==> config.mk <==
export PLATFORM = sky130hd
export DESIGN_NAME = rsr_top
export DESIGN_NICKNAME = d
export VERILOG_FILES = /design/src/logic/rsr_top.v
export VERILOG_INCLUDE_DIRS = /design/src /design/src/logic
export SDC_FILE = /design/constraint.sdc
export NUM_CORES = 1
export LEC_CHECK = 0
export BUFFER_PORTS_ARGS = -buffer_cell sky130_fd_sc_hd__buf_2
export CORE_UTILIZATION = 54
export CTS_BUF_LIST = sky130_fd_sc_hd__clkbuf_8
export DETAILED_ROUTE_END_ITERATION = 8
export PLACE_DENSITY = 0.92
export SLEW_MARGIN = 20
export SYNTH_ARGS = -nofsm -noshare
export SYNTH_HDL_FRONTEND = slang
export SYNTH_SLANG_ARGS = --single-unit
==> constraint.sdc <==
create_clock -name MCLK_I -period 4.7 [get_ports MCLK_I]
set_clock_uncertainty 0.1 [all_clocks]
set_input_delay 0.705 -clock MCLK_I [delete_from_list [all_inputs] [get_ports MCLK_I]]
set_output_delay 0.705 -clock MCLK_I [all_outputs]
set_load 0.005 [all_outputs]
==> src/logic/rsr_map.vh <==
`ifndef RSR_MAP_VH
`define RSR_MAP_VH
// ----------------------------------------
// Register byte addresses
// ----------------------------------------
`define RSR_ADR_FSM_STATE 16'hdf3b
`define RSR_ADR_PKT_FLAGS 16'hdf3c
`define RSR_ADR_PLL_CAL 16'hdf3d
`define RSR_ADR_IRQ_STATUS 16'hdf40
`define RSR_ADR_IRQ_MASK 16'hdf44
// ----------------------------------------
// Reset values
// ----------------------------------------
`define RSR_RST_STATE 5'h01
`define RSR_RST_PLL_CAL 8'h94
`define RSR_RST_IRQ 4'h0
// ----------------------------------------
// State codes
// ----------------------------------------
`define RSR_ST_SLEEP 5'h00
`define RSR_ST_IDLE 5'h01
`define RSR_ST_UNUSED 5'h02
`define RSR_ST_RX 5'h0d
`define RSR_ST_RX_RST 5'h0f
`define RSR_ST_RX_OVERFLOW 5'h11
`define RSR_ST_TX_UNDERFLOW 5'h16
// ----------------------------------------
// Field positions
// ----------------------------------------
`define RSR_BIT_CRC 7
`define RSR_BIT_CS 6
`define RSR_BIT_PQT 5
`define RSR_BIT_CCA 4
`define RSR_BIT_FRAME 3
`define RSR_FSM_MSB 4
// Live flag slots
`define RSR_LIVE_W 3
`define RSR_LIVE_CCA 0
`define RSR_LIVE_PQT 1
`define RSR_LIVE_CS 2
// Interrupt bits
`define RSR_IRQ_CRC 0
`define RSR_IRQ_FRAME_ON 1
`define RSR_IRQ_FRAME_OFF 2
`define RSR_IRQ_STATE 3
`define RSR_IRQ_W 4
`endif

==> src/logic/rsr_top.v <==
// Behaviour
// - The state register shows a 5-bit control state code in bits 4:0 and resets to the idle code.
// - Receive and transmit states use their fixed codes and code 00010 is never shown.
// - Bit 7 of packet flags is set on a CRC match and cleared when receive is entered or restarted.
// - Bit 3 rises when the sync word is sent or received and falls at packet end.
// - In receive bit 3 falls early on an address filter reject or on receive overflow.
// - In transmit bit 3 falls early on transmit underflow.
// - The PLL calibration current reads as an 8-bit test value that resets to 0x94.
// - The digital regulator is switched off in either of the two deepest power modes.
// - Registers hold their values while the regulator is off and resume with them on wakeup.
`include "rsr_map.vh"
`default_nettype none
module rsr_top (
    // Clock and reset
    input wire MCLK_I,
    input wire RST_N_I,
    // Wishbone slave
    input wire WB_CYC_I,
    input wire WB_STB_I,
    input wire WB_WE_I,
    input wire [15:0] WB_ADR_I,
    input wire [7:0] WB_DAT_I,
    output wire [7:0] WB_DAT_O,
    output wire WB_ACK_O,
    // Radio core status, same clock
    input wire [4:0] FSM_STATE_I,
    input wire CRC_DONE_I,
    input wire CRC_MATCH_I,
    input wire SYNC_SEEN_I,
    input wire PACKET_END_I,
    input wire ADDR_REJECT_I,
    input wire CARRIER_SENSE_I,
    input wire PREAMBLE_QUALITY_I,
    input wire CLEAR_CHANNEL_I,
    input wire PLL_CAL_VALID_I,
    input wire [7:0] PLL_CAL_I,
    // Power control
    input wire DEEP_POWER_MODE_A_I,
    input wire DEEP_POWER_MODE_B_I,
    output wire REG_ENABLE_O,
    // Interrupt
    output wire IRQ_O
);

// ----------------------------------------
// Decode helpers
// ----------------------------------------
// Register select for one bus address
function adr_hit;
    input [15:0] adr;
    input [15:0] target;
    begin
        adr_hit = (adr == target);
    end
endfunction

// Entry into receive or its restart
function is_rx_entry;
    input [4:0] code;
    begin
        is_rx_entry = (code == `RSR_ST_RX) | (code == `RSR_ST_RX_RST);
    end
endfunction

// Gap code is never shown
function is_latchable;
    input [4:0] code;
    begin
        is_latchable = (code != `RSR_ST_UNUSED);
    end
endfunction

// States that cut a frame short
function is_frame_abort;
    input [4:0] code;
    begin
        is_frame_abort = (code == `RSR_ST_RX_OVERFLOW)
            | (code == `RSR_ST_TX_UNDERFLOW);
    end
endfunction

// ----------------------------------------
// Registers
// ----------------------------------------
reg [4:0] state_ff;
reg crc_ff;
reg frame_ff;
reg [7:0] pll_ff;
reg ack_ff;
reg [7:0] dat_ff;
reg [`RSR_IRQ_W-1:0] irq_st_ff;
reg [`RSR_IRQ_W-1:0] irq_mask_ff;

// ----------------------------------------
// Bus request decode
// ----------------------------------------
wire bus_req;
wire bus_rd;
wire bus_wr;
wire rd_status;
wire wr_mask;
// One request per cycle, none while ack stands
assign bus_req = WB_CYC_I & WB_STB_I & ~ack_ff;
assign bus_rd = bus_req & ~WB_WE_I;
assign bus_wr = bus_req & WB_WE_I;
assign rd_status = bus_rd & adr_hit(WB_ADR_I, `RSR_ADR_IRQ_STATUS);
assign wr_mask = bus_wr & adr_hit(WB_ADR_I, `RSR_ADR_IRQ_MASK);

// ----------------------------------------
// Control state capture
// ----------------------------------------
wire state_chg;
wire [4:0] nxt_state;
assign state_chg = (FSM_STATE_I != state_ff) & is_latchable(FSM_STATE_I);
assign nxt_state = state_chg ? FSM_STATE_I : state_ff;

always @(posedge MCLK_I or negedge RST_N_I) begin
    if (!RST_N_I) begin
        state_ff <= `RSR_RST_STATE;
    end else begin
        state_ff <= nxt_state;
    end
end

// ----------------------------------------
// CRC match flag
// ----------------------------------------
wire rx_enter;
wire nxt_crc;
// Entry or restart clears, and beats a CRC result in the same cycle
assign rx_enter = state_chg & is_rx_entry(FSM_STATE_I);
assign nxt_crc = rx_enter ? 1'h0 : (CRC_DONE_I ? CRC_MATCH_I : crc_ff);

always @(posedge MCLK_I or negedge RST_N_I) begin
    if (!RST_N_I) begin
        crc_ff <= 1'h0;
    end else begin
        crc_ff <= nxt_crc;
    end
end

// ----------------------------------------
// Frame active flag
// ----------------------------------------
wire frame_drop;
wire nxt_frame;
// Any drop beats a sync in the same cycle
assign frame_drop = PACKET_END_I
    | ADDR_REJECT_I
    | is_frame_abort(FSM_STATE_I);
assign nxt_frame = frame_drop ? 1'h0 : (SYNC_SEEN_I ? 1'h1 : frame_ff);

always @(posedge MCLK_I or negedge RST_N_I) begin
    if (!RST_N_I) begin
        frame_ff <= 1'h0;
    end else begin
        frame_ff <= nxt_frame;
    end
end

// ----------------------------------------
// Live demodulator flags
// ----------------------------------------
wire [`RSR_LIVE_W-1:0] live_in;
wire [`RSR_LIVE_W-1:0] live_q;
assign live_in[`RSR_LIVE_CCA] = CLEAR_CHANNEL_I;
assign live_in[`RSR_LIVE_PQT] = PREAMBLE_QUALITY_I;
assign live_in[`RSR_LIVE_CS] = CARRIER_SENSE_I;

genvar gi;
generate
    for (gi = 0; gi < `RSR_LIVE_W; gi = gi + 1) begin : g_live
        reg bit_ff;
        always @(posedge MCLK_I or negedge RST_N_I) begin
            if (!RST_N_I) begin
                bit_ff <= 1'h0;
            end else begin
                bit_ff <= live_in[gi];
            end
        end
        assign live_q[gi] = bit_ff;
    end
endgenerate

// ----------------------------------------
// PLL calibration value
// ----------------------------------------
always @(posedge MCLK_I or negedge RST_N_I) begin
    if (!RST_N_I) begin
        pll_ff <= `RSR_RST_PLL_CAL;
    end else if (PLL_CAL_VALID_I) begin
        pll_ff <= PLL_CAL_I;
    end
end

// ----------------------------------------
// Digital regulator
// ----------------------------------------
wire deep_mode;
assign deep_mode = DEEP_POWER_MODE_A_I | DEEP_POWER_MODE_B_I;
// No flop resets on deep_mode, so contents survive regulator off
assign REG_ENABLE_O = ~deep_mode;

// ----------------------------------------
// Interrupt status, set wins over read clear
// ----------------------------------------
wire [`RSR_IRQ_W-1:0] irq_ev;
wire [`RSR_IRQ_W-1:0] irq_kept;
wire [`RSR_IRQ_W-1:0] nxt_irq_st;
assign irq_ev[`RSR_IRQ_CRC] = CRC_DONE_I & CRC_MATCH_I & ~rx_enter;
assign irq_ev[`RSR_IRQ_FRAME_ON] = ~frame_ff & nxt_frame;
assign irq_ev[`RSR_IRQ_FRAME_OFF] = frame_ff & ~nxt_frame;
assign irq_ev[`RSR_IRQ_STATE] = state_chg;
assign irq_kept = rd_status ? {`RSR_IRQ_W{1'h0}} : irq_st_ff;
assign nxt_irq_st = irq_kept | irq_ev;
assign IRQ_O = |(irq_st_ff & irq_mask_ff);

always @(posedge MCLK_I or negedge RST_N_I) begin
    if (!RST_N_I) begin
        irq_st_ff <= `RSR_RST_IRQ;
    end else begin
        irq_st_ff <= nxt_irq_st;
    end
end

// Only the mask takes writes
always @(posedge MCLK_I or negedge RST_N_I) begin
    if (!RST_N_I) begin
        irq_mask_ff <= `RSR_RST_IRQ;
    end else if (wr_mask) begin
        irq_mask_ff <= WB_DAT_I[`RSR_IRQ_W-1:0];
    end
end

// ----------------------------------------
// Read words
// ----------------------------------------
reg [7:0] state_word;
reg [7:0] flag_word;
reg [7:0] status_word;
reg [7:0] mask_word;
reg [7:0] rd_mux;

always @* begin
    state_word = 8'h00;
    state_word[`RSR_FSM_MSB:0] = state_ff;
end

always @* begin
    flag_word = 8'h00;
    flag_word[`RSR_BIT_CRC] = crc_ff;
    flag_word[`RSR_BIT_CS] = live_q[`RSR_LIVE_CS];
    flag_word[`RSR_BIT_PQT] = live_q[`RSR_LIVE_PQT];
    flag_word[`RSR_BIT_CCA] = live_q[`RSR_LIVE_CCA];
    flag_word[`RSR_BIT_FRAME] = frame_ff;
end

always @* begin
    status_word = 8'h00;
    status_word[`RSR_IRQ_W-1:0] = irq_st_ff;
end

always @* begin
    mask_word = 8'h00;
    mask_word[`RSR_IRQ_W-1:0] = irq_mask_ff;
end

always @* begin
    rd_mux = 8'h00;
    case (WB_ADR_I)
        `RSR_ADR_FSM_STATE: rd_mux = state_word;
        `RSR_ADR_PKT_FLAGS: rd_mux = flag_word;
        `RSR_ADR_PLL_CAL: rd_mux = pll_ff;
        `RSR_ADR_IRQ_STATUS: rd_mux = status_word;
        `RSR_ADR_IRQ_MASK: rd_mux = mask_word;
        default: rd_mux = 8'h00;
    endcase
end

// ----------------------------------------
// Wishbone answer, ack one cycle after request
// ----------------------------------------
always @(posedge MCLK_I or negedge RST_N_I) begin
    if (!RST_N_I) begin
        ack_ff <= 1'h0;
    end else begin
        ack_ff <= bus_req;
    end
end

// Read data stands until the next read
always @(posedge MCLK_I or negedge RST_N_I) begin
    if (!RST_N_I) begin
        dat_ff <= 8'h00;
    end else if (bus_rd) begin
        dat_ff <= rd_mux;
    end
end

assign WB_ACK_O = ack_ff;
assign WB_DAT_O = dat_ff;

endmodule // rsr_top
`default_nettype wire

### Word level (Yosys, flattened, before mapping)

Index checks and enable logic that the tools add are counted.

* register bits: 35
* output and inout port bits: 11
* logic and storage cells: 55

* equal/unequal tests: 11
* multiplexer cells: 6
* bitwise operators: 25
* reductions and logical operators: 2

Operator list (count)
* 16-bit equality test, second input constant: 5
* 8-bit case mux with 5 select lines: 1
* 1-bit AND: 12
* 5-bit by 4-bit equality test with 1-bit output, second input constant: 2
* 5-bit equality test, second input constant: 2
* 1-bit NOT: 6
* 5-bit by 2-bit != test with 1-bit output, second input constant: 1
* 5-bit != test: 1
* 1-bit OR: 5
* 4-bit AND: 1
* 1-bit two-way mux: 4
* 4-bit two-way mux: 1
* 4-bit OR: 1
* 4-bit OR reduction: 1
* 2-bit nonzero test: 1

### Logic depth before layout (Yosys ltp)

Gate-level depths: netlist of run 1.

* depth in word-level cells: 7
* mapped depth: 6
* mapped depth without buffers: 5

### Least setup slack after synthesis of run 1

No wires, ideal clock.

* path kind: in2reg
* from: input WB_ADR_I[0]
* to: register irq_mask_ff[0]
* setup time: 0.125 ns
* arrival time: 2.095 ns
* path slack: 2.380 ns
* stages on the path: 5
* cells stage by stage: buf_6 or4_4 nor4_4 nand4_2 mux2_2

* cells in the longest elaborated chain, start to end: 2

Ends and longest elaborated chain
* from (decl): line rsr_top.v:21 `input wire [15:0] WB_ADR_I,`
* 16-bit equality test: line rsr_top.v:53 `adr_hit = (adr == target);`
* 1-bit AND: line rsr_top.v:107 `` assign wr_mask = bus_wr & adr_hit(WB_ADR_I, `RSR_ADR_IRQ_MASK); ``
* to (signal assigned): line rsr_top.v:229 `` irq_mask_ff <= `RSR_RST_IRQ; ``
* to (signal assigned): line rsr_top.v:231 `` irq_mask_ff <= WB_DAT_I[`RSR_IRQ_W-1:0]; ``
* to (decl): line rsr_top.v:92 `` reg [`RSR_IRQ_W-1:0] irq_mask_ff; ``

No other way between the ends.
A chain may end at the register's enable or synchronous reset.

### Worst setup path in the final report of run 1

* from: input WB_ADR_I[0]
* to: register irq_mask_ff[1]

The elaborated chain is that of the path after synthesis.

==> impl_metrics.tcl, run 1 <==
set metrics [dict create \
    status "complete, no violations" \
    regToRegStartpoint "WB_ACK_O$_DFF_PN0_" \
    grt_pass1_wl_um 5640 \
    tightest_slew_ns 0.758 \
    dpl_cell_area_mm2 0.00203 \
    syn_to_final_growth_pct 26.0 \
    power.density_mw_per_mm2 317 \
    power.share.sequential 0.482 \
    h-tree-depth 2 \
    fin_crit_sh 0.471 \
    endpoint_kind "flip-flop" \
    yosysUniqueCellTypes 39 \
    timing.setup.critical_path_class "in2reg" \
    synth_top_area_cell "dfrtp_1" \
    cp_slowest_cell "or4_4" \
    switchingPower_uw 151 \
    power.leakage_nw 1.02 \
    busiest_layer "met2" \
    power.share.switching 0.222 \
    syn_avg_cell_area_um2 11.8 \
    setup_viol 0 \
    n_antenna_cell 0 \
    clk_latency_ns 0.29 \
    cts_tree "done" \
    ir_drop_v 0.000312 \
    tns_ns 0 \
    worst_ep_required_time_ns 4.78 \
    cp_max_fo 7 \
    finalNetCount 260 \
    ys_seq_area_frac 0.516 \
    viasPerCell 5.44 \
    period_needed_ns 2.22 \
    cp_cell_sequence "buf_2 > or4_4 > nor4_4 > nand4_2 > mux2_2" \
    hold_viol 0 \
    cts_setup_buffers 0 \
    rsz0062_at_grt "false" \
    synth_area_mm2 0.00171 \
    internal-power_uw 530 \
    reg2reg_slack_ns 3.01 \
    cts_sinks 35 \
    drt_wl_total_um 3500 \
    worstReg2RegEnd "irq_st_ff[2]$_DFF_PN0_" \
    critPathArrivalTime_ns 2.30 \
    first_global_vias 1237 \
    boundaryPins 64 \
    fmax_mhz 451 \
    first_pass_iters 4 \
    portBuffers 59 \
    postCtsResizedCells 0 \
    syn_nets 198 \
    timing.slew.headroom 0.495 \
    ys_seq_elements 35 \
    multi_input_area_um2 795 \
    maxCapViolCount 0 \
    gp_congestion 0.829 \
    grt.met1_usage 0.310 \
    dp_hpwl_um 2680 \
    power_frac_clock 0.410 \
    clkTransAtPathRegs_ns 0.07 \
    cts_buffer_depth 2 \
    critPathLaunch "WB_ADR_I[0]" \
    overflow 0 \
    die_w_um 58.2 \
    core_region_area_mm2 0.00303 \
    drt_iter0_markers 41 \
    r2r_cells 5 \
    numCtsBuffers 5 \
    slowest_delay_ns 0.57 \
    regArea_um2 881 \
    critPathTopFamily "simple AND/OR/NAND/NOR gates" \
    clock_tree.root_cell "clkbuf_8" \
    wl_per_cell_um 13.9 \
    die_h_um 58.2 \
    grt_start_max_net_pins 36 \
    drive_gt1_frac 0.452 \
    drc_errors 0 \
    yosys_warnings 0 \
    met3_usage 0.0759 \
    start_kind "input port" \
    rows 20 \
    finalInstanceArea_mm2 0.00215 \
    antenna_found_initial 0 \
    met2_usage 0.343 \
    cp.buffers_inverters 1 \
    ant_nets 0 \
    synth_top_cell_area_share 0.455 \
    fp.dieArea_mm2 0.00339 \
    hold_class "in2async" \
    start_util 0.564 \
    postSynthCellCount 145 \
    p_comb_frac 0.108 \
    holdBufCountCts 0 \
    synth_top_cells_by_area "dfrtp_1, mux2_2, dfstp_2" \
    vias 1372 \
    finalMaxSlewViolations 0 \
    filler_cell_count 230 \
    grtUsageTotal 0.228 \
]
==> metal layers <==
layer  routed length [um]  share of wire  vias up
met4                   46          0.013        0
met1                 1590           0.45      649
met2                 1600           0.46       50
met5                    0              0        -
met3                  268          0.077        6
li1                     -              -      667
==> power by group through the flow <==
stage	registers, mW	clock network, mW	logic, mW
after floorplan	0.332	0	0.0375
after global placement	0.334	0	0.0722
after detailed placement	0.335	0	0.0744
after CTS	0.329	0.281	0.0747
after global routing	0.330	0.295	0.0820
final	0.329	0.279	0.0735
==> logic make-up after synthesis <==
logic type	share of synthesized area
xor+xnor	0.0257
mux	0.141
simple gates	0.161
compound gates	0.137
flops	0.516
buf+inv	0.0183
==> through the flow <==
step	util	power, mW	hold slack [ns]	std cells	worst slack (ns)
2_1_floorplan	-	0.369	0.309	145	2.38
4_1_cts	0.710	0.685	0.391	252	2.47
6_report	0.710	0.681	0.376	252	2.48
5_1_grt	0.710	0.708	0.404	252	2.38
3_3_place_gp	0.671	0.406	0.367	244	2.19
3_5_place_dp	0.671	0.409	0.375	244	2.19
==> cell usage in the layout, fill, tap and decap left out, types with 4 or more instances in the layout <==
cell / instances
buf_2: 59
nor3_1: 4
dfrtp_1: 31
dfstp_2: 4
nand3b_1: 4
clkbuf_8: 6
mux2_2: 17
mux2i_1: 5
a22oi_1: 9
nand2_1: 7
nor2_1: 12
==> worst reg2reg max path, cell delays in order, from the launching register on <==
cell,delay (ns)
dfrtp_1,0.37
nand3b_1,0.20
or2_2,0.41
nor2_1,0.13
nand2_1,0.13
a22o_1,0.26
==> layout make-up <==
class / instances / share of cell area
Inverter: 2 / 0.00349
Tap cell: 44 / 0.0256
Multi-Input combinational cell: 104 / 0.369
Clock buffer: 6 / 0.0384
Clock inverter: 2 / 0.0163
Timing Repair Buffer: 59 / 0.137
Sequential cell: 35 / 0.410
==> cells in the mapped netlist, drive strengths merged <==
cell type  instances
a21oi              3
xor2               2
o21ai              1
nand4              2
a22o               2
buf                1
a211oi             3
clkbuf             3
or4                1
and4               1
and4b              1
inv                2
dfrtp             31
nor3               4
nor2b              3
dfstp              4
o22a               1
nand2b             3
o2bb2ai            3
a21o               3
a2bb2oi            1
nor4               1
nand3              2
o221ai             1
a31o               1
and3b              1
nand2              7
a22oi              9
mux2i              5
nand3b             4
nand4b             1
nor2              12
or2                3
mux2              17
xnor2              3
o31ai              3
==> registers in the layout (all words and copies together), names as in the netlist <==
name	flops
pll_ff	8
frame_ff	1
state_ff	5
WB_DAT_O	8
crc_ff	1
g_live.bit_ff	3
irq_mask_ff	4
irq_st_ff	4
WB_ACK_O	1
==> worst max-delay path by stage <==
stage | slack, ns | endpoint | depth (start not counted)
floorplan | 2.38 | irq_mask_ff[0]$_DFFE_PN0P_ | 5
global placement | 2.19 | irq_mask_ff[1]$_DFFE_PN0P_ | 5
detailed placement | 2.19 | irq_mask_ff[3]$_DFFE_PN0P_ | 5
CTS | 2.47 | irq_mask_ff[3]$_DFFE_PN0P_ | 5
global route | 2.38 | WB_DAT_O[0]$_DFFE_PN0P_ | 6
finish | 2.48 | irq_mask_ff[1]$_DFFE_PN0P_ | 5
(Power assumes the default switching activity.)
==> run 2, diff against run 1 <==
- CORE_UTILIZATION: 54 -> 46
- PLACE_DENSITY: 0.92 -> 0.83
- clock period: 4.7 -> 1.8 ns (I/O delays scaled with it)
==> run 2 against run 1 <==
  * Combinational power rose to 2.9 times the previous value
  * Critical path depth unchanged
  * Flip-flop and latch count unchanged
  * Largest power group unchanged
  * Die area up 17%
  * Sequential power rose to 2.6 times the previous value
  * Via count up 4.4%
  * Cell area up 4.4%
  * Final cell count up 5.2%
  * Hold slack worse by 0.27 ns
  * Critical endpoint is now irq_mask_ff[0]$_DFFE_PN0P_
  * Register-to-register slack worse by 2.8 ns
  * Count of clock-buffer cells in the layout unchanged
  * First-iteration DRC count rose to 2.6 times the previous value
==> impl_metrics.tcl, run 2 (synthesis results as in run 1) <==
set metrics [dict create \
    status "complete, no violations" \
    die_h_um 62.9 \
    drt_wl_total_um 3800 \
    p_total_mw 1.67 \
    first_pass_iters 4 \
    fmax_mhz 578 \
    numCtsBuffers 5 \
    holdWs_ns 0.110 \
    rows 21 \
    antenna_found_initial 0 \
    period_needed_ns 1.73 \
    hold_viol 0 \
    gp_congestion 0.764 \
    clkTransAtPathRegs_ns 0.07 \
    reg2reg_slack_ns 0.19 \
    stdcell_count 265 \
    ant_nets 0 \
    cp_cell_sequence "buf_2 > or4_4 > nor4_4 > nand4_2 > mux2_4" \
    setup_viol 0 \
    placed_cells 253 \
    final_common_cell "buf_2" \
    ir_drop_v 0.000341 \
    clock_tree.root_cell "clkbuf_8" \
    grtUsageTotal 0.211 \
    dpl_cell_area_mm2 0.00210 \
    endpoint_kind "flip-flop" \
    fp.dieArea_mm2 0.00396 \
    slowest_delay_ns 0.55 \
    tightest_slew_ns 0.430 \
    worstReg2RegEnd "irq_st_ff[2]$_DFF_PN0_" \
    cp_slowest_cell "or4_4" \
    r2r_cells 5 \
    cp_max_fo 4 \
    n_antenna_cell 0 \
    wl_per_cell_um 14.3 \
    drc_errors 0 \
    power.leakage_nw 1.06 \
    timing.setup.critical_path_class "in2reg" \
    first_global_vias 1403 \
    drt_iter0_markers 107 \
    holdPathStages 2 \
    h-tree-depth 2 \
    fin_crit_sh 0.961 \
    critPathArrivalTime_ns 1.80 \
    cts_buffer_depth 2 \
    syn_to_final_growth_pct 31.6 \
    cts_sinks 35 \
    worst_ep_required_time_ns 1.87 \
    start_util 0.496 \
    dp_hpwl_um 2880 \
    timing.slew.headroom 0.713 \
    drive_gt1_frac 0.461 \
    cts_tree "done" \
    die_w_um 62.9 \
    portBuffers 59 \
    boundaryPins 64 \
    grt_start_max_net_pins 19 \
    clk_latency_ns 0.29 \
    mostFrequentLayoutCells "buf_2, dfrtp_1, mux2_2, nor2_1, a22oi_1" \
    tns_ns 0 \
    core_region_area_mm2 0.00344 \
    hold_path_end "pll_ff[6]$_DFFE_PN0P_" \
    cts_setup_buffers 0 \
    maxCapViolCount 0 \
    start_kind "input port" \
    grt_pass1_wl_um 6350 \
    rsz0062_at_grt "false" \
    overflow 0 \
    finalNetCount 271 \
    viasPerCell 5.40 \
    regToRegStartpoint "WB_ACK_O$_DFF_PN0_" \
    hold_class "in2reg" \
    vias 1432 \
    pre_cts_ws_ns -0.227 \
    finalInstanceArea_mm2 0.00225 \
    finish.utilization 0.652 \
    finalMaxSlewViolations 0 \
    power.density_mw_per_mm2 744 \
    fin_ws_ns 0.0701 \
    min_from "PLL_CAL_I[6]" \
]
## run 2: changes by cell type in the layout (fill, tap and decap cells not counted), sizes merged
cell / before / now
buf: 59 / 66
bufinv: 1 / 0
clkinvlp: 0 / 1
dlygate4sd3: 0 / 4
## run 2: final cells by class
type                            instances  area, um2
Fill cell                             261       1200
Sequential cell                        35        881
Multi-Input combinational cell        104        801
Timing Repair Buffer                   70        400
Clock buffer                            6       82.6
Tap cell                               46       57.6
Clock inverter                          2       16.3
Inverter                                2       7.51
## run 2: what timing repair did
| action | in CTS | in global routing |
|---|---|---|
| hold endpoints to repair | 20 | 0 |
| resized for setup | 0 | 1 |
| endpoints found under the setup margin | 0 | 1 |
| hold buffers | 4 | 0 |
## run 2: worst max-delay path by stage
| stage | startpoint | endpoint | slack, ns | depth (start not counted) |
|---|---|---|---|---|
| floorplan | WB_ADR_I[0] | irq_mask_ff[0]$_DFFE_PN0P_ | -0.07 | 5 |
| global placement | WB_ADR_I[7] | irq_mask_ff[0]$_DFFE_PN0P_ | -0.22 | 5 |
| detailed placement | WB_ADR_I[7] | irq_mask_ff[0]$_DFFE_PN0P_ | -0.23 | 5 |
| CTS | WB_ADR_I[7] | irq_mask_ff[0]$_DFFE_PN0P_ | 0.06 | 5 |
| global route | WB_ADR_I[7] | irq_mask_ff[0]$_DFFE_PN0P_ | 0.02 | 5 |
| finish | WB_ADR_I[7] | irq_mask_ff[0]$_DFFE_PN0P_ | 0.07 | 5 |
## run 2: critical path: cells and delay by family
family	cells	cell delay [ns]
AND/OR/NAND/NOR	3	1.09
multiplexers	1	0.33
buffers and inverters	1	0.11
## run 2: where the power goes
group | switching, mW | internal [mW]
registers | 0.0263 | 0.833
logic | 0.0953 | 0.116
clock network | 0.289 | 0.312
total | 0.411 | 1.26
## run 2: routing by layer
metal,part of all wire,vias to the layer above,global-route usage
li1,-,686,-
met1,0.41,689,0.257
met2,0.50,52,0.352
met3,0.069,5,0.0693
met4,0.014,0,0.0610
met5,0,-,0
==> run 3, diff against run 2 <==
- ABC_AREA: default -> 1
- CORE_UTILIZATION: 46 -> 47
- PLACE_DENSITY: 0.83 -> 0.84
==> run 3 against run 2 <==
  * Final cell count is 32% higher
  * Cell area rose by 5.1%
  * Highest routed layer unchanged
  * Synthesized cell count grew 61%
  * Area after synthesis is 8.3% higher
  * Wire length grew 2.3%
  * Clock power increased by 21%
  * Critical path depth down 2
  * Count of clock-buffer cells in the layout unchanged
  * Global-route usage rose by 0.97 points
  * Sequential share of layout area shrank 1.9 points
==> impl_metrics.tcl, run 3 <==
set metrics [dict create \
    status "complete, no violations" \
    regToRegStartpoint "state_ff[0]$_DFFE_PN1P_" \
    fin_crit_sh 0.776 \
    ir_drop_v 0.000387 \
    syn_nets 286 \
    final_common_cell "nand2_1" \
    r2r_cells 6 \
    ys_seq_elements 35 \
    timing.slew.headroom 0.712 \
    tightest_slew_ns 0.431 \
    netlist_top_cells_count "nand2_1, dfrtp_1, nand3_1, inv_1, nor2_1" \
    viasPerCell 4.97 \
    timing.setup.critical_path_class "reg2out" \
    cts_sinks 35 \
    dp_hpwl_um 3000 \
    synthArstFlopShare 1.00 \
    yosys_warnings 0 \
    synth_ff_type "dfrtp_1" \
    power.density_mw_per_mm2 752 \
    clk_latency_ns 0.29 \
    setup_viol 0 \
    cts_setup_buffers 0 \
    clock_tree.root_cell "clkbuf_8" \
    hold_viol 0 \
    cp_max_fo 3 \
    holdBufCountCts 4 \
    die_w_um 64.7 \
    grt_pass1_wl_um 6940 \
    cp_slowest_cell "dfrtp_1" \
    drt_wl_total_um 3890 \
    fmax_mhz 716 \
    ant_nets 0 \
    synth_top_cell_area_share 0.420 \
    cts_buffer_depth 2 \
    n_antenna_cell 0 \
    fp.dieArea_mm2 0.00419 \
    cp_cell_sequence "nand2_1 > nand4_1 > buf_2" \
    holdPathStages 3 \
    drive_gt1_frac 0.317 \
    fin_ws_ns 0.404 \
    synth.most_common_cell "nand2_1" \
    synth_edf_count 0 \
    start_kind "flip-flop" \
    drt_iter0_markers 104 \
    synth_top_area_cell "dfrtp_1" \
    first_pass_iters 4 \
    power.leakage_nw 1.24 \
    worstReg2RegEnd "state_ff[1]$_DFFE_PN0P_" \
    finalMaxSlewViolations 0 \
    syn_avg_cell_area_um2 7.93 \
    finalInstanceArea_mm2 0.00236 \
    hold_class "in2reg" \
    reg2reg_slack_ns 0.49 \
    pre_cts_ws_ns 0.373 \
    hold_path_end "irq_mask_ff[0]$_DFFE_PN0P_" \
    synth_area_mm2 0.00185 \
    vias 1745 \
    synth_top_cells_by_area "dfrtp_1, nand2_1, nand3_1" \
    worst_ep_required_time_ns 1.43 \
    start_util 0.497 \
    boundaryPins 64 \
    endpoint_kind "output pin" \
    clkTransAtPathRegs_ns 0.07 \
    ys_seq_area_frac 0.477 \
    finalNetCount 355 \
    die_h_um 64.7 \
    cts_tree "done" \
    yosysUniqueCellTypes 25 \
    critPathArrivalTime_ns 1.03 \
    critPathTopFamily "flip-flops" \
    antenna_found_initial 0 \
    gp_congestion 0.842 \
    h-tree-depth 2 \
    rows 22 \
    grtUsageTotal 0.221 \
    rsz0062_at_grt "false" \
    syn_to_final_growth_pct 27.8 \
    first_global_vias 1633 \
    numCtsBuffers 5 \
    postSynthCellCount 233 \
    overflow 0 \
    core_region_area_mm2 0.00372 \
    mostFrequentLayoutCells "nand2_1, buf_2, dfrtp_1, nand3_1, inv_1" \
    dpl_cell_area_mm2 0.00220 \
    slowest_delay_ns 0.40 \
    cp.buffers_inverters 1 \
    tns_ns 0 \
    drc_errors 0 \
    portBuffers 59 \
    finish.utilization 0.635 \
    maxCapViolCount 0 \
    min_from "WB_DAT_I[0]" \
    p_total_mw 1.78 \
    wl_per_cell_um 11.1 \
    postCtsResizedCells 0 \
    grt_start_max_net_pins 36 \
    period_needed_ns 1.40 \
]
[run 3: cell count changes in the layout (fill, tap and decap cells not counted), moves of 5 or more]
cell | previous run | this run
a22oi_1 | 9 | 0
inv_1 | 2 | 21
mux2_2 | 16 | 5
mux2i_1 | 5 | 0
nand2_1 | 7 | 76
nand3_1 | 2 | 30
nand4_1 | 1 | 7
nor2_2 | 0 | 5
o21ai_0 | 1 | 7
o21ai_1 | 0 | 8
[run 3: worst max path at each step]
stage	start	to	slack (ns)	depth (start not counted)
detailed placement	WB_ADR_I[1]	irq_st_ff[3]$_DFF_PN0_	0.37	7
floorplan	state_ff[0]$_DFFE_PN1P_	state_ff[1]$_DFFE_PN0P_	0.57	6
global route	irq_mask_ff[0]$_DFFE_PN0P_	IRQ_O	0.34	3
CTS	irq_mask_ff[0]$_DFFE_PN0P_	IRQ_O	0.40	3
finish	irq_mask_ff[0]$_DFFE_PN0P_	IRQ_O	0.40	3
global placement	WB_ADR_I[1]	irq_st_ff[1]$_DFF_PN0_	0.42	7
[run 3: kinds of logic (layout without fill, tap and decap cells)]
family / count (synthesis) / in the layout / synth area share
xor gates and xnor gates: 5 / 5 / 0.0237
buffers and inverters: 30 / 100 / 0.0657
muxes: 5 / 5 / 0.0305
DFF: 35 / 35 / 0.477
and+or+nand+nor: 140 / 140 / 0.350
AOI/OAI and AO/OA: 18 / 18 / 0.0535
[run 3: per-stage QoR]
step / hold slack [ns] / cells
CTS: 0.0676 / 351
detailed placement: 0.222 / 339
finish: 0.0717 / 351
global placement: 0.226 / 339
floorplan: -0.126 / 233
global route: 0.0901 / 351
[run 3: worst reg2reg max path, cell delays in order (launching register included)]
cell	delay, ns
dfstp_2	0.55
xor2_1	0.13
nor2_1	0.06
nand4_1	0.10
nand2_1	0.11
nand2_1	0.07
o21ai_0	0.07
[run 3: routing by layer]
metal  up-vias  wire, um  global-route usage
li1        889         -                   -
met1       797      1750               0.279
met2        51      1840               0.345
met3         8       216              0.0599
met4         0        81               0.111
met5         -         0                   0
[run 3: final cells by class]
class | count | area [um2]
Fill cell | 337 | 1360
Timing Repair Buffer | 66 | 358
Inverter | 26 | 98.8
Clock inverter | 2 | 35.0
Sequential cell | 35 | 881
Tap cell | 48 | 60.1
Multi-Input combinational cell | 168 | 846
Clock buffer | 6 | 82.6
[run 3: power by group]
group          leakage [nW]  switching [mW]  total [mW]  internal, mW
registers             0.422          0.0232       0.853         0.830
clock network        0.0612           0.279       0.726         0.448
logic                 0.753           0.104       0.196        0.0925
